[src/lcd_read_defines.vh]
// Constants for the LCD host read and initialisation block.
// Assumes a 200 MHz system clock and word-aligned AXI4-Lite registers.
`ifndef LCD_READ_DEFINES_VH
`define LCD_READ_DEFINES_VH

// ****************************************************************
// Register byte offsets
// ****************************************************************
`define REG_ADDR_COUNTER   4'h0
`define REG_READ_STAGING   4'h4
`define REG_STATUS         4'h8
`define REG_SLAVE_ADDR     4'hc

// ****************************************************************
// Field positions and reset values
// ****************************************************************
`define ST_BUSY_BIT        0
`define ST_INIT_DONE_BIT   1
`define ST_INIT_CNT_LSB    2
`define ST_SERIAL_ACT_BIT  4
`define SLAVE_ADDR_RESET   7'h3a
`define ADDR_COUNTER_RESET 7'h00
`define MEM_DEPTH          7'h50
`define FSET_UPPER_NIBBLE  4'h3
`define INIT_FSET_COUNT    2'h3

// ****************************************************************
// Timing
// ****************************************************************
`define CLK_PERIOD_NS      5
`define EXEC_TIME_NS       40000

// ****************************************************************
// AXI responses
// ****************************************************************
`define RESP_OKAY          2'h0
`define RESP_SLVERR        2'h2

`endif

[src/sync_2ff.v]
// Two flip-flop synchroniser for a bundle of independent levels.
// Assumes each bit may change at any time relative to sys_clk.
`timescale 1ns/1ps
`default_nettype none

module sync_2ff #(
   parameter W = 1
) (
   input  wire         sys_clk,
   input  wire         srst,
   input  wire [W-1:0] async_in,
   output reg  [W-1:0] sync_out
);

   // First stage, read only by the second stage
   reg [W-1:0] meta;

   // ****************************************************************
   // Two stages; reset to idle-high is not needed, zero is fine
   // ****************************************************************
   always @(posedge sys_clk) begin
      if (srst) begin
         meta     <= {W{1'b0}};
         sync_out <= {W{1'b0}};
      end else begin
         meta     <= async_in;
         sync_out <= meta;
      end
   end

endmodule // sync_2ff
`default_nettype wire

[src/lcd_host_read_and_init.v]
// Serial read path, parallel instruction port and init tracking of the LCD controller.
// Assumes bus pins arrive asynchronously and AXI4-Lite on sys_clk.
`timescale 1ns/1ps
`default_nettype none
`include "lcd_read_defines.vh"

// Summary of operation
// - Read byte shifts staging out, MSB first
// - Master ack loads next memory location
// - No ack: interface and staging untouched
// - No ack: address counter and cursor hold
// - Busy indicator meaningless before three function sets
// - Low nibble of initial function sets ignored
// - Read address ack copies staging into interface
module lcd_host_read_and_init #(
   parameter BUSY_CYCLES = `EXEC_TIME_NS / `CLK_PERIOD_NS
) (
   input  wire        sys_clk,
   input  wire        srst,
   // Serial bus, open drain data
   input  wire        scl,
   input  wire        sda_in,
   output wire        sda_out,
   output reg         sda_oe,
   // Parallel instruction port
   input  wire        par_enable,
   input  wire        instruction_or_data_select,
   input  wire        par_read_not_write,
   input  wire [7:0]  par_db_in,
   output reg  [7:0]  par_db_out,
   output reg         par_db_oe,
   // AXI4-Lite slave
   input  wire [3:0]  s_axi_awaddr,
   input  wire        s_axi_awvalid,
   output wire        s_axi_awready,
   input  wire [31:0] s_axi_wdata,
   input  wire [3:0]  s_axi_wstrb,
   input  wire        s_axi_wvalid,
   output wire        s_axi_wready,
   output reg  [1:0]  s_axi_bresp,
   output reg         s_axi_bvalid,
   input  wire        s_axi_bready,
   input  wire [3:0]  s_axi_araddr,
   input  wire        s_axi_arvalid,
   output wire        s_axi_arready,
   output reg  [31:0] s_axi_rdata,
   output reg  [1:0]  s_axi_rresp,
   output reg         s_axi_rvalid,
   input  wire        s_axi_rready
);

   // ****************************************************************
   // States, one-hot
   // ****************************************************************
   localparam [5:0] S_IDLE = 6'h01;   // Waiting for start
   localparam [5:0] S_ADDR = 6'h02;   // Receiving slave address
   localparam [5:0] S_AACK = 6'h04;   // Driving address acknowledge
   localparam [5:0] S_TX   = 6'h08;   // Shifting a read byte
   localparam [5:0] S_TACK = 6'h10;   // Master acknowledge slot
   localparam [5:0] S_WAIT = 6'h20;   // Ignoring until stop

   // ****************************************************************
   // Storage and state
   // ****************************************************************
   reg  [7:0]  display_text_memory [0:79];  // Character codes
   reg  [6:0]  addr_counter;                // Shared address counter
   reg  [7:0]  read_staging_register;       // Preloaded read data
   reg  [7:0]  shift_reg;                   // Serial interface register
   reg  [6:0]  slave_addr;                  // Own serial address
   reg  [5:0]  state;                       // Serial state
   reg  [3:0]  bit_cnt;                     // Bits seen in current byte
   reg         acked;                       // Master acked last byte
   reg  [1:0]  init_cnt;                    // Initial function sets seen
   reg  [13:0] busy_cnt;                    // Execution timer
   reg         scl_d;                       // Previous synced clock
   reg         sda_d;                       // Previous synced data
   reg         en_d;                        // Previous synced enable
   wire [12:0] pins_s;                      // Synchronised pins
   wire        scl_s;
   wire        sda_s;
   wire        en_s;
   wire        sel_s;
   wire        rw_s;
   wire [7:0]  db_s;
   wire        scl_rise;
   wire        scl_fall;
   wire        start_cond;
   wire        stop_cond;
   wire        en_fall;
   wire [6:0]  ac_inc;                      // Counter plus one, wrapped
   wire        init_done;
   wire        busy_indicator;

   // Open drain: only ever pulls low
   assign sda_out = 1'b0;

   // ****************************************************************
   // Pin synchronisation
   // ****************************************************************
   sync_2ff #(
      .W (13)
   ) u_sync (
      .sys_clk  (sys_clk),
      .srst     (srst),
      .async_in ({scl, sda_in, par_enable, instruction_or_data_select,
                  par_read_not_write, par_db_in}),
      .sync_out (pins_s)
   );

   assign scl_s = pins_s[12];
   assign sda_s = pins_s[11];
   assign en_s  = pins_s[10];
   assign sel_s = pins_s[9];
   assign rw_s  = pins_s[8];
   assign db_s  = pins_s[7:0];

   // Edge detectors look only at the synchronised stage
   always @(posedge sys_clk) begin
      if (srst) begin
         scl_d <= 1'b1;
         sda_d <= 1'b1;
         en_d  <= 1'b0;
      end else begin
         scl_d <= scl_s;
         sda_d <= sda_s;
         en_d  <= en_s;
      end
   end

   assign scl_rise   = scl_s & ~scl_d;
   assign scl_fall   = ~scl_s & scl_d;
   assign start_cond = scl_s & scl_d & sda_d & ~sda_s;
   assign stop_cond  = scl_s & scl_d & ~sda_d & sda_s;
   assign en_fall    = en_d & ~en_s;
   assign ac_inc     = (addr_counter == `MEM_DEPTH - 7'h01) ? 7'h00 : addr_counter + 7'h01;
   assign init_done  = (init_cnt == `INIT_FSET_COUNT);
   // Reads as busy until the three function sets are in, so a poller waits
   assign busy_indicator = ~init_done | (busy_cnt != 14'h0000);

   // ****************************************************************
   // AXI4-Lite slave
   // ****************************************************************
   reg         aw_held;                     // Write address captured
   reg         w_held;                      // Write data captured
   reg  [3:0]  aw_addr;
   reg  [31:0] w_data;
   reg  [3:0]  w_strb;
   wire        do_write;

   assign s_axi_awready = ~aw_held & ~s_axi_bvalid;
   assign s_axi_wready  = ~w_held & ~s_axi_bvalid;
   assign s_axi_arready = ~s_axi_rvalid;
   assign do_write      = aw_held & w_held & ~s_axi_bvalid;

   // Address and data are taken in either order; response after both
   always @(posedge sys_clk) begin
      if (srst) begin
         aw_held      <= 1'b0;
         w_held       <= 1'b0;
         aw_addr      <= 4'h0;
         w_data       <= 32'h0000_0000;
         w_strb       <= 4'h0;
         s_axi_bvalid <= 1'b0;
         s_axi_bresp  <= `RESP_OKAY;
      end else begin
         if (s_axi_awvalid && s_axi_awready) begin
            aw_held <= 1'b1;
            aw_addr <= s_axi_awaddr;
         end
         if (s_axi_wvalid && s_axi_wready) begin
            w_held <= 1'b1;
            w_data <= s_axi_wdata;
            w_strb <= s_axi_wstrb;
         end
         if (do_write) begin
            aw_held      <= 1'b0;
            w_held       <= 1'b0;
            s_axi_bvalid <= 1'b1;
            // Status and staging are read-only; unmapped gets an error
            s_axi_bresp  <= (aw_addr == `REG_ADDR_COUNTER || aw_addr == `REG_SLAVE_ADDR) ?
                            `RESP_OKAY : `RESP_SLVERR;
         end else if (s_axi_bvalid && s_axi_bready) begin
            s_axi_bvalid <= 1'b0;
         end
      end
   end

   // Read data; answer one cycle after the address is taken
   always @(posedge sys_clk) begin
      if (srst) begin
         s_axi_rvalid <= 1'b0;
         s_axi_rdata  <= 32'h0000_0000;
         s_axi_rresp  <= `RESP_OKAY;
      end else if (s_axi_arvalid && s_axi_arready) begin
         s_axi_rvalid <= 1'b1;
         s_axi_rresp  <= `RESP_OKAY;
         case (s_axi_araddr)
            `REG_ADDR_COUNTER : s_axi_rdata <= {25'h0, addr_counter};
            `REG_READ_STAGING : s_axi_rdata <= {24'h0, read_staging_register};
            `REG_STATUS       : s_axi_rdata <= {27'h0, ~state[0], init_cnt,
                                                init_done, busy_indicator};
            `REG_SLAVE_ADDR   : s_axi_rdata <= {25'h0, slave_addr};
            default : begin
               s_axi_rdata <= 32'h0000_0000;
               s_axi_rresp <= `RESP_SLVERR;
            end
         endcase
      end else if (s_axi_rvalid && s_axi_rready) begin
         s_axi_rvalid <= 1'b0;
      end
   end

   // ****************************************************************
   // Serial slave state machine
   // ****************************************************************
   // Start or stop override any state; a repeated start begins anew
   always @(posedge sys_clk) begin
      if (srst) begin
         state     <= S_IDLE;
         bit_cnt   <= 4'h0;
         shift_reg <= 8'h00;
         sda_oe    <= 1'b0;
         acked     <= 1'b0;
      end else if (start_cond) begin
         state   <= S_ADDR;
         bit_cnt <= 4'h0;
         sda_oe  <= 1'b0;
      end else if (stop_cond) begin
         state  <= S_IDLE;
         sda_oe <= 1'b0;
      end else begin
         case (state)
            S_IDLE : begin
               sda_oe <= 1'b0;
            end
            S_ADDR : begin
               // Sample address bits on the rising clock
               if (scl_rise) begin
                  shift_reg <= {shift_reg[6:0], sda_s};
                  bit_cnt   <= bit_cnt + 4'h1;
               end else if (scl_fall && bit_cnt == 4'h8) begin
                  if (shift_reg[7:1] == slave_addr && shift_reg[0]) begin
                     state     <= S_AACK;
                     sda_oe    <= 1'b1;
                     shift_reg <= read_staging_register;
                  end else begin
                     // Write transfers are not served by this block
                     state <= S_WAIT;
                  end
               end
            end
            S_AACK : begin
               // End of ack: present MSB of the staged byte
               if (scl_fall) begin
                  state   <= S_TX;
                  bit_cnt <= 4'h0;
                  sda_oe  <= ~shift_reg[7];
               end
            end
            S_TX : begin
               if (scl_fall) begin
                  if (bit_cnt == 4'h7) begin
                     // Release the line for the master's answer
                     state  <= S_TACK;
                     sda_oe <= 1'b0;
                     acked  <= 1'b0;
                  end else begin
                     bit_cnt   <= bit_cnt + 4'h1;
                     shift_reg <= {shift_reg[6:0], 1'b0};
                     sda_oe    <= ~shift_reg[6];
                  end
               end
            end
            S_TACK : begin
               if (scl_rise) begin
                  if (!sda_s) begin
                     acked     <= 1'b1;
                     shift_reg <= display_text_memory[ac_inc];
                  end
                  // No ack: shift register left as is
               end else if (scl_fall) begin
                  if (acked) begin
                     state   <= S_TX;
                     bit_cnt <= 4'h0;
                     sda_oe  <= ~shift_reg[7];
                  end else begin
                     state <= S_WAIT;
                  end
               end
            end
            S_WAIT : begin
               sda_oe <= 1'b0;
            end
            default : begin
               state  <= S_IDLE;
               sda_oe <= 1'b0;
            end
         endcase
      end
   end

   // ****************************************************************
   // Address counter, staging, memory and parallel port
   // ****************************************************************
   wire ack_seen = (state == S_TACK) && scl_rise && !sda_s && !start_cond && !stop_cond;
   wire par_wr   = en_fall && !rw_s;
   wire par_rd   = en_s && rw_s;
   wire axi_ac   = do_write && aw_addr == `REG_ADDR_COUNTER && w_strb[0];

   // Serial ack has priority over software moving the counter
   always @(posedge sys_clk) begin
      if (srst) begin
         addr_counter          <= `ADDR_COUNTER_RESET;
         read_staging_register <= 8'h00;
         slave_addr            <= `SLAVE_ADDR_RESET;
      end else begin
         if (ack_seen) begin
            addr_counter          <= ac_inc;
            read_staging_register <= display_text_memory[ac_inc];
         end else if (par_wr && sel_s) begin
            addr_counter          <= ac_inc;
            read_staging_register <= display_text_memory[ac_inc];
         end else if (axi_ac) begin
            addr_counter <= (w_data[6:0] < `MEM_DEPTH) ? w_data[6:0] : 7'h00;
            read_staging_register <= display_text_memory[
               (w_data[6:0] < `MEM_DEPTH) ? w_data[6:0] : 7'h00];
         end
         if (do_write && aw_addr == `REG_SLAVE_ADDR && w_strb[0])
            slave_addr <= w_data[6:0];
      end
   end

   // Memory is written only by data writes on the parallel port
   always @(posedge sys_clk) begin
      if (par_wr && sel_s)
         display_text_memory[addr_counter] <= db_s;
   end

   // Instruction tracking; the first three only need the upper nibble
   always @(posedge sys_clk) begin
      if (srst) begin
         init_cnt <= 2'h0;
         busy_cnt <= 14'h0000;
      end else begin
         if (busy_cnt != 14'h0000)
            busy_cnt <= busy_cnt - 14'h0001;
         if (par_wr && !sel_s) begin
            if (!init_done && db_s[7:4] == `FSET_UPPER_NIBBLE)
               init_cnt <= init_cnt + 2'h1;
            else if (init_done)
               busy_cnt <= BUSY_CYCLES[13:0];
         end
      end
   end

   // Parallel read: busy and counter, or staged data
   always @(posedge sys_clk) begin
      if (srst) begin
         par_db_out <= 8'h00;
         par_db_oe  <= 1'b0;
      end else begin
         par_db_oe  <= par_rd;
         par_db_out <= sel_s ? read_staging_register : {busy_indicator, addr_counter};
      end
   end

endmodule // lcd_host_read_and_init
`default_nettype wire

[config.mk]
export PLATFORM = sky130hd
export DESIGN_NAME = lcd_host_read_and_init
export DESIGN_NICKNAME = d
export VERILOG_FILES = /design/src/sync_2ff.v /design/src/lcd_host_read_and_init.v
export VERILOG_INCLUDE_DIRS = /design/src /design/src/src
export SDC_FILE = /design/constraint.sdc
export NUM_CORES = 1
export LEC_CHECK = 0
export BUFFER_PORTS_ARGS = -buffer_cell sky130_fd_sc_hd__buf_2
export CELL_PAD_IN_SITES_DETAIL_PLACEMENT = 1
export CELL_PAD_IN_SITES_GLOBAL_PLACEMENT = 2
export CORE_ASPECT_RATIO = 1.5
export CORE_MARGIN = 2
export CORE_UTILIZATION = 44
export CTS_CLUSTER_SIZE = 24
export DETAILED_ROUTE_END_ITERATION = 7
export PLACE_DENSITY = 0.86
export SLEW_MARGIN = 0
export SYNTH_ARGS = -nofsm -noshare
export SYNTH_HDL_FRONTEND = slang
export SYNTH_SLANG_ARGS = --single-unit
[constraint.sdc]
create_clock -name sys_clk -period 3.35 [get_ports sys_clk]
set_clock_uncertainty 0.1 [all_clocks]
set_input_delay 0.8375 -clock sys_clk [delete_from_list [all_inputs] [get_ports sys_clk]]
set_output_delay 0.8375 -clock sys_clk [all_outputs]
set_load 0.05 [all_outputs]
==> flow_summary.yaml <==
status:
  outcome: "finished with violations"
  failing_checks: "setup timing"
job:
  drv_cap: 0
clock_network:
  h-tree-depth: 3
  number_of_clock_sinks_seen_by_cts: 762
  number_of_buffers_created_by_cts: 76
  holdBufCountCts: 0
  worst_skew_pair.late_latency_ns: 0.70
  tritoncts: "done"
  max-clock-path-buffers: 3
  clkSlewWorstSetupHoldPaths_ns: 0.07
  cts.root.buffer_cell: "sky130_fd_sc_hd__clkbuf_16"
detailed_routing:
  viasPerCell: 6.69
  drtIter0Drc: 3523
  via_count: 30600
  detailedRoute.firstPassIterationCount: 5
  drc: 0
  routedWlPerCell_um: 35.5
  postRouteWirelength_um: 162000
  route.antenna.remaining_nets: 0
timing:
  final.period_utilization_pct: 101
  final_setup_tns_ns: -0.0949
  timing.fmax_mhz: 295
  setup_ws_ns: -0.0410
  worst_slew_pin_slew_ns: 1.18
  finalWorstPathRequiredPeriod_ns: 3.39
  headroom_to_the_max_slew_limit_pct: 21.5
  timing.final.setup_violations: 3
  timing_hold_violations_final: 0
  slew_viol_final: 0
floorplan:
  floorplan.rows: 130
  die_width_um: 241
  top_level_ports: 116
  initial_utilization_pct: 44.4
  die-height_um: 360
  die_area_sq_um: 87000
  coreArea_sq_um: 83800
yosys:
  yosys_most_used_dff: "sky130_fd_sc_hd__edfxtp_1"
  netlist_instances: 3015
  netlist_top_cells_count: "sky130_fd_sc_hd__edfxtp_1 (640), sky130_fd_sc_hd__nand2_1 (328), sky130_fd_sc_hd__nor2_1 (248)"
  seq_area_frac_synth_pct: 58.2
  synthDominantAreaCellType: "sky130_fd_sc_hd__edfxtp_1"
  syn-mean-instance-area_sq_um: 12.3
  yosys.area.top_type_share_pct: 51.7
  synth.ff_latch_count: 762
  synth-warning-count: 0
  synth_area_sq_um: 37200
  synth.distinct_cells: 102
  synthTopCellsByArea: "sky130_fd_sc_hd__edfxtp_1 (52%), sky130_fd_sc_hd__dfxtp_1 (6.6%), sky130_fd_sc_hd__mux4_2 (6.2%)"
  synth_most_common_cell: "sky130_fd_sc_hd__edfxtp_1"
  synth-async-reset-ratio_pct: 0
  synth_enable_flop_cells: 640
pwr:
  power.leakage_uw: 0.0156
  peakVddDrop_v: 0.000324
  power-per-cell-area_nw_per_um2: 486
  report.power.total_uw: 21700
final_layout:
  area.growth.synth_to_final_pct: 20.1
  num-nets-final: 3452
  final_core_utilization_pct: 53.4
  top_regs: "display_text_memory x640, busy_cnt x14"
  largest_reg_flops: 640
  regMostFlops: "display_text_memory"
  post_route_cells_drive_above_1_share_pct: 26.0
  n_fill_cell: 8450
global_route:
  grt_pass1_wl_um: 230000
  number_of_antenna_violations_at_the_first_check_in_global_routing: 7
  grt_max_degree: 81
  grt_overflow: 0
  groute.usage.overall_pct: 37.5
  number_of_global_route_vias_before_repair: 32200
critical_path:
  timing.critical_path.fanout_max: 7
  wp_data_arrival_ns: 3.89
  worst-setup-path-type: "reg2reg"
  rr_endpoint: "shift_reg[0]"
  critical-path-max-stage-delay_ns: 0.48
  ff2ff_path_depth: 11
  critPathLaunchType: "flop"
  setup.worst_path.start: "addr_counter[2]"
  r2r-start: "addr_counter[2]"
  critical_path_rt_ns: 3.85
  worstSetupEndpoint: "shift_reg[0]"
  setup.worst_path.end_class: "flop"
  crit_path_frequent_cell: "sky130_fd_sc_hd__buf_4"
  r2r_slack_ns: -0.04
  slowest_stage: "sky130_fd_sc_hd__dfxtp_1"
  critical_path.cell_chain: "buf_4, and3_2, nand2_1, buf_4, a222oi_1, o221ai_1, o211ai_1, nand4_1, buf_4, a21o_1, a311oi_2"
place:
  io_buffer_count: 60
  finalWeightedCongestion: 1.00
  detailed_place_hpwl_um: 113000
  pre_cts_slack_ns: -0.183
hold_path:
  holdPathStages: 2
  type_of_the_worst_min_delay_path: "in2reg"
routing by layer:
| layer | share of wire (%) | wire (um) | vias to the layer above | global-route usage (%) |
|---|---|---|---|---|
| met4 | 11 | 17600 | 8 | 32.6 |
| met2 | 47 | 76200 | 1941 | 60.3 |
| met3 | 9.0 | 14600 | 741 | 9.29 |
| met1 | 33 | 53800 | 15400 | 41.0 |
| li1 | - | - | 12400 | - |
| met5 | 0.030 | 49 | - | 0 |
cells by family after synthesis:
group | count (synthesis) | share of synthesized area, %
XOR/XNOR | 26 | 0.683
adder cells (fa/ha/maj) | 5 | 0.168
flip-flops | 762 | 58.2
AND/OR/NAND/NOR | 907 | 11.3
buffers and inverters | 279 | 3.72
other | 1 | 0.0101
AO/OA/AOI/OAI | 710 | 13.5
multiplexers | 325 | 12.4
worst max-delay path, delay by kind of cell (launching register included):
kind                   cells  cell delay (ns)
AO/OA/AOI/OAI              5             1.44
AND/OR/NAND/NOR            3             0.65
buffers and inverters      3             0.63
flip-flops                 1             0.48
stage by stage:
stage | hold WS [ns] | std cells | cell area, sq um
floorplan | 0.314 | 3041 | 37300
global placement | 0.319 | 4420 | 41900
detailed placement | 0.329 | 4420 | 41900
CTS | 0.218 | 4565 | 44500
global route | 0.237 | 4566 | 44700
finish | 0.241 | 4567 | 44700
power by group:
group / switching (uW) / leakage (uW) / internal (uW)
Combinational: 1490 / 0.00748 / 773
Sequential: 119 / 0.00686 / 10300
Clock: 4000 / 0.00122 / 5000
cell usage in the layout, fill, tap and decap left out, drive strengths merged, types with 23 or more instances in the layout:
cell type / synthesis / final
o221ai: 35 / 35
o22ai: 58 / 58
mux4: 103 / 103
clkbuf: 87 / 91
nor2b: 62 / 62
edfxtp: 640 / 640
mux2i: 165 / 165
a31oi: 43 / 43
conb: 1 / 27
a22oi: 31 / 31
nand3: 66 / 66
a311oi: 25 / 25
o31ai: 23 / 23
and3: 34 / 34
a211oi: 75 / 75
buf: 168 / 519
nand2: 329 / 329
dfxtp: 122 / 122
nor3: 48 / 48
o211ai: 54 / 54
inv: 23 / 35
nor2: 253 / 253
a21oi: 127 / 127
o21ai: 85 / 85
mux2: 57 / 57
layout make-up:
cell class | count | area (sq um) | share of cell area, %
timing repair buffer | 519 | 4440 | 9.93
inverter | 24 | 96.3 | 0.216
multi-input combinational | 2000 | 14500 | 32.5
antenna | 1 | 2.50 | 0.00560
clock buffer | 91 | 1990 | 4.46
sequential | 762 | 21700 | 48.5
clock inverter | 48 | 537 | 1.20
tap | 1122 | 1400 | 3.14
worst min-delay path by stage:
stage               slack [ns]            endpoint      startpoint
floorplan                 0.31  u_sync.sync_out[0]  u_sync.meta[0]
global placement          0.32  u_sync.sync_out[3]  u_sync.meta[3]
detailed placement        0.33  u_sync.sync_out[9]  u_sync.meta[9]
CTS                       0.22        s_axi_rvalid    s_axi_rready
global route              0.24        s_axi_rvalid    s_axi_rready
finish                    0.24        s_axi_rvalid    s_axi_rready
what timing repair did:
item                                    in CTS  in global routing
endpoints found under the setup margin      11                 15
setup buffers                                6                  1
hold endpoints to repair                     0                  0
gates resized for setup                     15                 32
pin swaps                                    2                  3
Note: power is estimated with default switching activity, not from simulation.
